<file path="config.mk">
export PLATFORM = sky130hd
export DESIGN_NAME = mdm_core
export DESIGN_NICKNAME = d
export VERILOG_FILES = /design/src/core/mdm_pkg.sv /design/src/core/mdm_core.sv
export VERILOG_INCLUDE_DIRS = /design/src /design/src/core
export SDC_FILE = /design/constraint.sdc
export NUM_CORES = 2
export LEC_CHECK = 0
export BUFFER_PORTS_ARGS = -buffer_cell sky130_fd_sc_hd__buf_2
export CORE_MARGIN = 1
export CORE_UTILIZATION = 40
export CTS_CLUSTER_DIAMETER = 50
export DETAILED_ROUTE_END_ITERATION = 8
export PLACE_DENSITY_LB_ADDON = 0.08
export SLEW_MARGIN = 15
export SYNTH_ARGS = -nofsm -noshare
export SYNTH_HDL_FRONTEND = slang
export SYNTH_SLANG_ARGS = --single-unit
</file>
<file path="constraint.sdc">
create_clock -name i_ref_clk -period 15.1 [get_ports i_ref_clk]
set_input_delay 1.51 -clock i_ref_clk [delete_from_list [all_inputs] [get_ports i_ref_clk]]
set_output_delay 1.51 -clock i_ref_clk [all_outputs]
set_load 0.005 [all_outputs]
</file>
<file path="src/core/mdm_consts.svh">
// Constants for the data memory, stack pointer and data pointer block
`ifndef MDM_CONSTS_SVH
`define MDM_CONSTS_SVH
`define MDM_SFR_STACK_PTR 8'h81
`define MDM_SFR_PTR0_LOW 8'h82
`define MDM_SFR_PTR0_HIGH 8'h83
`define MDM_SFR_PTR1_LOW 8'h84
`define MDM_SFR_PTR1_HIGH 8'h85
`define MDM_SFR_PTR_SELECT 8'h86
`define MDM_RST_STACK_PTR 8'h07
`define MDM_RST_PTR_BYTE 8'h00
`define MDM_RST_PTR_SELECT 8'h00
`define MDM_SEL_BIT 0
`define MDM_STEP_EN_BIT 4
`define MDM_TOGGLE_EN_BIT 5
`define MDM_DIR0_BIT 6
`define MDM_DIR1_BIT 7
`define MDM_PSW_BANK_LO 3
`define MDM_PSW_BANK_HI 4
`define MDM_BIT_BYTE_BASE 8'h20
`define MDM_RADIO_REG_LO 16'h0800
`define MDM_RADIO_REG_HI 16'h08ff
`define MDM_TX_FIFO_LO 16'h0900
`define MDM_TX_FIFO_HI 16'h093f
`define MDM_RX_FIFO_LO 16'h0940
`define MDM_RX_FIFO_HI 16'h097f
`define MDM_CYC_ADD_REG 3'h1
`define MDM_CYC_CMP_IMM 3'h4
`define MDM_CYC_PTR_INC 3'h1
`define MDM_CYC_CODE_RD 3'h5
`define MDM_CYC_XDATA_RD 3'h2
`define MDM_CYC_XDATA_WR 3'h1
`define MDM_CYC_PTR_LOAD 3'h3
`define MDM_CYC_PUSH 3'h3
`define MDM_CYC_POP 3'h2
`define MDM_CYC_UNLISTED 3'h0
`endif

</file>
<file path="src/core/mdm_pkg.sv">
// Types shared by the data memory and pointer block
package mdm_pkg;

    typedef enum logic [3:0] {
        MOP_NONE = 4'h0,
        MOP_DIR_RD = 4'h1,
        MOP_DIR_WR = 4'h2,
        MOP_IND_RD = 4'h3,
        MOP_IND_WR = 4'h4,
        MOP_REG_RD = 4'h5,
        MOP_REG_WR = 4'h6,
        MOP_BIT_RD = 4'h7,
        MOP_BIT_WR = 4'h8,
        MOP_PUSH = 4'h9,
        MOP_POP = 4'ha
    } mdm_mem_op_t;

    typedef enum logic [2:0] {
        DOP_NONE = 3'h0,
        DOP_INC = 3'h1,
        DOP_XDATA_RD = 3'h2,
        DOP_XDATA_WR = 3'h3,
        DOP_CODE_RD = 3'h4,
        DOP_LOAD = 3'h5,
        DOP_JUMP = 3'h6
    } mdm_dp_op_t;

    typedef enum logic [1:0] {
        XR_OTHER = 2'h0,
        XR_RADIO_REG = 2'h1,
        XR_TX_FIFO = 2'h2,
        XR_RX_FIFO = 2'h3
    } mdm_xregion_t;

    typedef struct packed {
        mdm_mem_op_t op;
        logic [7:0] addr;
        logic [2:0] reg_idx;
        logic ri_sel;
        logic [7:0] wdata;
        logic wbit;
    } mdm_mem_req_t;

    typedef struct packed {
        logic valid;
        logic [7:0] rdata;
        logic rbit;
    } mdm_mem_rsp_t;

    typedef struct packed {
        logic valid;
        logic wr;
        logic is_bit;
        logic [7:0] addr;
        logic [2:0] bit_pos;
        logic [7:0] wdata;
        logic wbit;
    } mdm_sfr_fwd_t;

    typedef struct packed {
        mdm_dp_op_t op;
        logic [15:0] load_val;
    } mdm_dp_req_t;

    typedef struct packed {
        logic valid;
        logic is_code;
        logic is_wr;
        logic [15:0] addr;
        mdm_xregion_t region;
    } mdm_xacc_t;

endpackage

</file>
<file path="src/core/mdm_core.sv">
// Internal data RAM, register banks, bit space, stack pointer and dual data pointers
`timescale 1ns/10ps
`default_nettype none
`include "mdm_consts.svh"

module mdm_core
    import mdm_pkg::*;
(
    input wire logic i_ref_clk,
    input wire logic i_resetn,
    input wire mdm_mem_req_t i_mem_req,
    input wire logic [7:0] i_psw,
    input wire mdm_dp_req_t i_dp_req,
    input wire logic [7:0] i_opcode,
    output var mdm_mem_rsp_t o_mem_rsp,
    output var mdm_sfr_fwd_t o_sfr_fwd,
    output var mdm_xacc_t o_xacc,
    output logic [15:0] o_active_ptr,
    output logic [2:0] o_op_cycles
);

    // Plain data, so no reset: software must initialise before use
    logic [7:0] ram_q [0:255];
    logic [7:0] sp_q;
    logic [7:0] sp_d;
    logic [15:0] dp0_q;
    logic [15:0] dp0_d;
    logic [15:0] dp1_q;
    logic [15:0] dp1_d;
    logic [7:0] psel_q;
    logic [7:0] psel_d;

    logic [7:0] bank_base;
    logic [7:0] ind_ptr;
    logic [7:0] eff_addr;
    logic [2:0] bit_pos;
    logic is_wr;
    logic is_bit;
    logic is_sfr;
    logic own_hit;
    logic [7:0] own_rd;
    logic [7:0] byte_rd;
    logic [7:0] byte_wr;
    logic ram_we;
    logic own_we;

    logic sel;
    logic dir_dec;
    logic [15:0] act_ptr;
    logic [15:0] act_nxt;
    logic toggle;

    function automatic logic [15:0] step_ptr(input logic [15:0] v, input logic dec);
        step_ptr = dec ? v - 16'h0001 : v + 16'h0001;
    endfunction

    function automatic mdm_xregion_t region_of(input logic [15:0] a);
        if (a >= `MDM_RADIO_REG_LO && a <= `MDM_RADIO_REG_HI) begin
            region_of = XR_RADIO_REG;
        end else if (a >= `MDM_TX_FIFO_LO && a <= `MDM_TX_FIFO_HI) begin
            region_of = XR_TX_FIFO;
        end else if (a >= `MDM_RX_FIFO_LO && a <= `MDM_RX_FIFO_HI) begin
            region_of = XR_RX_FIFO;
        end else begin
            region_of = XR_OTHER;
        end
    endfunction

    function automatic logic [2:0] cycles_of(input logic [7:0] opc);
        if (opc[7:3] == 5'h05) begin
            cycles_of = `MDM_CYC_ADD_REG;
        end else begin
            case (opc)
                8'hb4: cycles_of = `MDM_CYC_CMP_IMM;
                8'ha3: cycles_of = `MDM_CYC_PTR_INC;
                8'h93: cycles_of = `MDM_CYC_CODE_RD;
                8'he0: cycles_of = `MDM_CYC_XDATA_RD;
                8'hf0: cycles_of = `MDM_CYC_XDATA_WR;
                8'h90: cycles_of = `MDM_CYC_PTR_LOAD;
                8'hc0: cycles_of = `MDM_CYC_PUSH;
                8'hd0: cycles_of = `MDM_CYC_POP;
                default: cycles_of = `MDM_CYC_UNLISTED;
            endcase
        end
    endfunction

    // Operand address decode by addressing mode
    always_comb begin
        bank_base = {3'h0, i_psw[`MDM_PSW_BANK_HI], i_psw[`MDM_PSW_BANK_LO], 3'h0};
        ind_ptr = ram_q[bank_base | {7'h00, i_mem_req.ri_sel}];
        bit_pos = i_mem_req.addr[2:0];
        is_wr = 1'b0;
        is_bit = 1'b0;
        is_sfr = 1'b0;
        eff_addr = 8'h00;
        case (i_mem_req.op)
            MOP_DIR_RD, MOP_DIR_WR: begin
                eff_addr = i_mem_req.addr;
                is_sfr = i_mem_req.addr[7];
                is_wr = (i_mem_req.op == MOP_DIR_WR);
            end
            MOP_IND_RD, MOP_IND_WR: begin
                eff_addr = ind_ptr;
                is_wr = (i_mem_req.op == MOP_IND_WR);
            end
            MOP_REG_RD, MOP_REG_WR: begin
                eff_addr = bank_base | {5'h00, i_mem_req.reg_idx};
                is_wr = (i_mem_req.op == MOP_REG_WR);
            end
            MOP_BIT_RD, MOP_BIT_WR: begin
                is_bit = 1'b1;
                is_wr = (i_mem_req.op == MOP_BIT_WR);
                if (i_mem_req.addr[7]) begin
                    eff_addr = {i_mem_req.addr[7:3], 3'h0};
                    is_sfr = 1'b1;
                end else begin
                    eff_addr = `MDM_BIT_BYTE_BASE + {4'h0, i_mem_req.addr[6:3]};
                end
            end
            MOP_PUSH: begin
                eff_addr = sp_q + 8'h01;
                is_wr = 1'b1;
            end
            MOP_POP: begin
                eff_addr = sp_q;
            end
            default: begin
                eff_addr = 8'h00;
            end
        endcase
    end

    // Block-owned SFRs; none sits on a bit-addressable slot
    always_comb begin
        own_hit = 1'b1;
        case (eff_addr)
            `MDM_SFR_STACK_PTR: own_rd = sp_q;
            `MDM_SFR_PTR0_LOW: own_rd = dp0_q[7:0];
            `MDM_SFR_PTR0_HIGH: own_rd = dp0_q[15:8];
            `MDM_SFR_PTR1_LOW: own_rd = dp1_q[7:0];
            `MDM_SFR_PTR1_HIGH: own_rd = dp1_q[15:8];
            `MDM_SFR_PTR_SELECT: own_rd = psel_q;
            default: begin
                own_rd = 8'h00;
                own_hit = 1'b0;
            end
        endcase
        if (is_bit) begin
            own_hit = 1'b0;
        end
        byte_rd = is_sfr ? own_rd : ram_q[eff_addr];
        byte_wr = i_mem_req.wdata;
        if (is_bit) begin
            byte_wr = byte_rd;
            byte_wr[bit_pos] = i_mem_req.wbit;
        end
        ram_we = is_wr && !is_sfr;
        own_we = is_wr && is_sfr && own_hit;
    end

    always_ff @(posedge i_ref_clk) begin
        if (ram_we) begin
            ram_q[eff_addr] <= byte_wr;
        end
    end

    always_comb begin
        sp_d = sp_q;
        if (i_mem_req.op == MOP_PUSH) begin
            sp_d = sp_q + 8'h01;
        end else if (i_mem_req.op == MOP_POP) begin
            sp_d = sp_q - 8'h01;
        end else if (own_we && eff_addr == `MDM_SFR_STACK_PTR) begin
            sp_d = i_mem_req.wdata;
        end
    end

    always_ff @(posedge i_ref_clk) begin
        if (!i_resetn) begin
            sp_q <= `MDM_RST_STACK_PTR;
        end else begin
            sp_q <= sp_d;
        end
    end

    // Data pointers: an instruction's pointer op overrides a same-cycle SPECIAL_FUNCTION_SPACE write
    always_comb begin
        dp0_d = dp0_q;
        dp1_d = dp1_q;
        psel_d = psel_q;
        if (own_we) begin
            case (eff_addr)
                `MDM_SFR_PTR0_LOW: dp0_d[7:0] = i_mem_req.wdata;
                `MDM_SFR_PTR0_HIGH: dp0_d[15:8] = i_mem_req.wdata;
                `MDM_SFR_PTR1_LOW: dp1_d[7:0] = i_mem_req.wdata;
                `MDM_SFR_PTR1_HIGH: dp1_d[15:8] = i_mem_req.wdata;
                `MDM_SFR_PTR_SELECT: psel_d = i_mem_req.wdata;
                default: psel_d = psel_q;
            endcase
        end
        sel = psel_q[`MDM_SEL_BIT];
        act_ptr = sel ? dp1_q : dp0_q;
        dir_dec = sel ? psel_q[`MDM_DIR1_BIT] : psel_q[`MDM_DIR0_BIT];
        act_nxt = act_ptr;
        toggle = 1'b0;
        case (i_dp_req.op)
            DOP_INC: begin
                act_nxt = step_ptr(act_ptr, dir_dec);
                toggle = 1'b1;
            end
            DOP_XDATA_RD, DOP_XDATA_WR, DOP_CODE_RD: begin
                if (psel_q[`MDM_STEP_EN_BIT]) begin
                    act_nxt = step_ptr(act_ptr, dir_dec);
                end
                toggle = 1'b1;
            end
            DOP_LOAD: begin
                act_nxt = i_dp_req.load_val;
                toggle = 1'b1;
            end
            default: toggle = 1'b0;
        endcase
        if (i_dp_req.op != DOP_NONE && i_dp_req.op != DOP_JUMP) begin
            if (sel) begin
                dp1_d = act_nxt;
            end else begin
                dp0_d = act_nxt;
            end
        end
        if (toggle && psel_q[`MDM_TOGGLE_EN_BIT]) begin
            psel_d[`MDM_SEL_BIT] = ~sel;
        end
    end

    always_ff @(posedge i_ref_clk) begin
        if (!i_resetn) begin
            dp0_q <= {`MDM_RST_PTR_BYTE, `MDM_RST_PTR_BYTE};
            dp1_q <= {`MDM_RST_PTR_BYTE, `MDM_RST_PTR_BYTE};
            psel_q <= `MDM_RST_PTR_SELECT;
            o_active_ptr <= {`MDM_RST_PTR_BYTE, `MDM_RST_PTR_BYTE};
        end else begin
            dp0_q <= dp0_d;
            dp1_q <= dp1_d;
            psel_q <= psel_d;
            o_active_ptr <= psel_d[`MDM_SEL_BIT] ? dp1_d : dp0_d;
        end
    end

    // Answers, one cycle after the request
    always_ff @(posedge i_ref_clk) begin
        if (!i_resetn) begin
            o_mem_rsp <= '0;
        end else begin
            o_mem_rsp.valid <= (i_mem_req.op != MOP_NONE) && !is_wr;
            o_mem_rsp.rdata <= byte_rd;
            o_mem_rsp.rbit <= byte_rd[bit_pos];
        end
    end

    // Other SFRs live elsewhere; unoccupied ones are the caller's problem
    always_ff @(posedge i_ref_clk) begin
        if (!i_resetn) begin
            o_sfr_fwd <= '0;
        end else begin
            o_sfr_fwd.valid <= is_sfr && !own_hit;
            o_sfr_fwd.wr <= is_wr;
            o_sfr_fwd.is_bit <= is_bit;
            o_sfr_fwd.addr <= eff_addr;
            o_sfr_fwd.bit_pos <= bit_pos;
            o_sfr_fwd.wdata <= i_mem_req.wdata;
            o_sfr_fwd.wbit <= i_mem_req.wbit;
        end
    end

    always_ff @(posedge i_ref_clk) begin
        if (!i_resetn) begin
            o_xacc <= '0;
        end else begin
            o_xacc.valid <= (i_dp_req.op == DOP_XDATA_RD) || (i_dp_req.op == DOP_XDATA_WR)
                || (i_dp_req.op == DOP_CODE_RD);
            o_xacc.is_code <= (i_dp_req.op == DOP_CODE_RD);
            o_xacc.is_wr <= (i_dp_req.op == DOP_XDATA_WR);
            o_xacc.addr <= act_ptr;
            o_xacc.region <= (i_dp_req.op == DOP_CODE_RD) ? XR_OTHER : region_of(act_ptr);
        end
    end

    always_ff @(posedge i_ref_clk) begin
        if (!i_resetn) begin
            o_op_cycles <= `MDM_CYC_UNLISTED;
        end else begin
            o_op_cycles <= cycles_of(i_opcode);
        end
    end
endmodule
`default_nettype wire

</file>
==> metrics <==
root buffer cell clkbuf_16; Post-CTS Hold Fix Bufs 0; Final ANT Viol Nets 0; Vias/cell roughly 6.0; maxcap violations 0; Worst-Margin Slew roughly 1300 ps; Layout Area Growth over Synthesis 13.4%; highest clock rate between 0.1 and 0.15 GHz; EDFF count, synth about 2000; Core ar. 0.222 sq mm; Avg WL per Cell between 30 and 40 um; Tmin final ~9900 ps; Worst setup EP type flop; Cells after DPL around 9400; CP startpoint kind input port; TNS Setup 0 ps; worst skew pair latency around 910 ps; Setup CP Type input port to flop; CTS HTree Levels 4; largest net degree at the start of global routing about 200; CTS tree done; Vias ~60000; RSZ-0062 raised after global routing false; syn_nets ~6600; # nets final 6707; Post-DP Area 0.0936 sq mm; cts bufs inserted between 200 and 250; sequential element share of the synthesized area slightly above 70%; most common cell in the netlist edfxtp_1; Die X around 470 um; fin area ~0.10 sq mm; first-pass GRT wire length ~460000 um; die area approximately 0.23 sq mm; post-synth cell types 96; gr usage total roughly 29%; Post-Syn Area ~0.09 sq mm; leak pwr between 0.03 and 0.04 uW; DRT Wirelength 333000 um; IO Port Bufs approximately 130; Layout Cells excl Fill just under 10000; cell row count between 150 and 200; Area contributors post-synth edfxtp_1 (69%), mux2i_1 (5.5%), nand2_1 (4.7%); # fillers 20000; Ys Warns 0; crit path max fanout around 140; DRC violations left 0; TritonRoute pass-1 iters 6; #FFs+latches synth 2169; Post-synth ARST share 0%; final setup fails 0; crit path DAT roughly 10000 ps; clk slew on worst S/H paths 60 ps; post_cts resized 0; Slew Viols, Final 0; critical path required time 15650 ps; share of the synthesized area in the top cell type 68.8%; Syn Area/Cell roughly 14 sq um; Pwr Density ~140 mW/mm^2; top cells by count, synth edfxtp_1 (2048), nand2_1 (1128), mux2i_1 (495), nor2_1 (423), nand3_1 (397); Detailed Place HPWL between 200000 and 250000 um; IO Pins about 140; Slew Limit Headroom between 10% and 20%; remaining global-route overflow 0; VDD IR max about 0.098 mV; Die Y about 470 um; clk_skew ~74 ps; outcome complete, no violations; Initial Utilization 40.3%; Mapped Cells ~6500; initial antenna violation count 19; layout cell share with drive strength beyond 1 between 10% and 20%; Hold Vio Cnt, Final 0; clk sink count approximately 2200; Yosys top cell by area edfxtp_1; RePlAce Congestion roughly 0.88; vias in the first global route about 56000; most used flip-flop cell after synthesis edfxtp_1; Clock Tree Buf Depth 3; fin crit share ~66%; Worst Hold Class flop to flop; 1st-iter DRT viols between 7000 and 8000; Setup Fix Bufs, Post-CTS 0; total power 14300 uW
==> per-layer routing <==
metal | share of wire [%] | vias to the layer above | GRT usage [%] | wire length (um)
met5 | 0.0039 | - | 0 | 13
met4 | 4.2 | 2 | 11.6 | 14000
met3 | 8.1 | 526 | 4.93 | 27000
met2 | 46 | 2851 | 45.6 | 153000
met1 | 42 | 30900 | 40.4 | 139000
li1 | - | 25100 | - | -
==> sequential cells by signal, indices dropped and copies added (netlist names) <==
register	count
psel_q	8
ram_q	2048
sp_q	8
o_sfr_fwd	23
dp1_q	16
o_active_ptr	16
dp0_q	16
o_xacc	21
o_mem_rsp	10
o_op_cycles	3
==> kinds of logic (layout without fill, tap and decap cells) <==
logic type               Yosys count  in the layout  synth area share [%]
AO/OA/AOI/OAI                    983            983                  7.85
AND/OR/NAND/NOR                 2284           2284                  11.1
adder cells (fa/ha/maj)           18             18                 0.260
multiplexers                     545            545                  6.37
other                              0             14                     0
buffers and inverters            492            814                  2.64
XOR/XNOR                          22             22                 0.216
flip-flops                      2169           2169                  71.5
==> stage by stage <==
step | hold slack [ps] | utilization (%) | worst slack, ps
after CTS | 461 | 45.6 | 5190
after global placement | 446 | 42.1 | 4280
after floorplan | 436 | - | 1690
after detailed placement | 451 | 42.1 | 4250
final | 463 | 45.6 | 5170
after global routing | 481 | 45.6 | 5070
==> power by group <==
| group | switching [uW] | internal [uW] |
|---|---|---|
| sequential | 11.2 | 6700 |
| clock | 2510 | 3280 |
| combinational | 1350 | 407 |
| total | 3870 | 10400 |
==> cells in the final DEF (no fill, tap or decap), types with 27 or more instances in the layout <==
master	n
edfxtp_1	2048
nand2_1	1123
mux2i_1	495
nor2_1	405
nand3_1	393
clkbuf_16	241
buf_4	163
a21oi_1	145
o22ai_1	139
o21ai_0	128
buf_2	128
dfxtp_1	121
a32oi_1	72
a211oi_1	65
and3_1	64
nand4_1	64
a31oi_1	63
a311oi_1	57
clkbuf_1	52
inv_1	49
clkinv_1	48
and2_1	45
nor3_1	44
nor4_1	37
o211ai_1	35
clkinv_2	35
mux2_2	33
a2111oi_0	28
a22oi_1	27
==> cell type report <==
class	instances	area (sq um)	area share (%)
clock inverter	152	1460	1.44
timing repair buffer	313	2290	2.26
sequential	2169	63900	63.1
antenna	14	35.0	0.0346
clock buffer	298	6290	6.21
multi-input combinational	3852	23400	23.1
inverter	51	191	0.189
tap	2975	3720	3.67
==> worst max-delay path: stages <==
cell and delay [ps]:
buf_2 480, mux4_2 590, o211a_1 200, a211oi_4 170
buf_4 560, and2_4 510, buf_4 550, buf_4 650
nand2_1 860, nor2_1 380, buf_4 330, nand3_1 120
nand3_1 110, nor4_1 110, nor2_1 630, o31ai_1 370
mux2i_1 310, mux2_8 790, buf_4 800
==> final timing paths <==
path	start	to	slack, ps	depth (start not counted)
worst max-delay path	i_mem_req[9]	ram_q[67][2]$_DFFE_PP_	5170	19
worst min-delay path	psel_q[3]$_SDFFE_PN0P_	psel_q[3]$_SDFFE_PN0P_	460	2
worst max register to register	sp_q[0]$_SDFFE_PN1P_	ram_q[67][2]$_DFFE_PP_	5540	19
worst min register to register	psel_q[3]$_SDFFE_PN0P_	psel_q[3]$_SDFFE_PN0P_	460	2
Note: power is estimated with default switching activity, not from simulation.
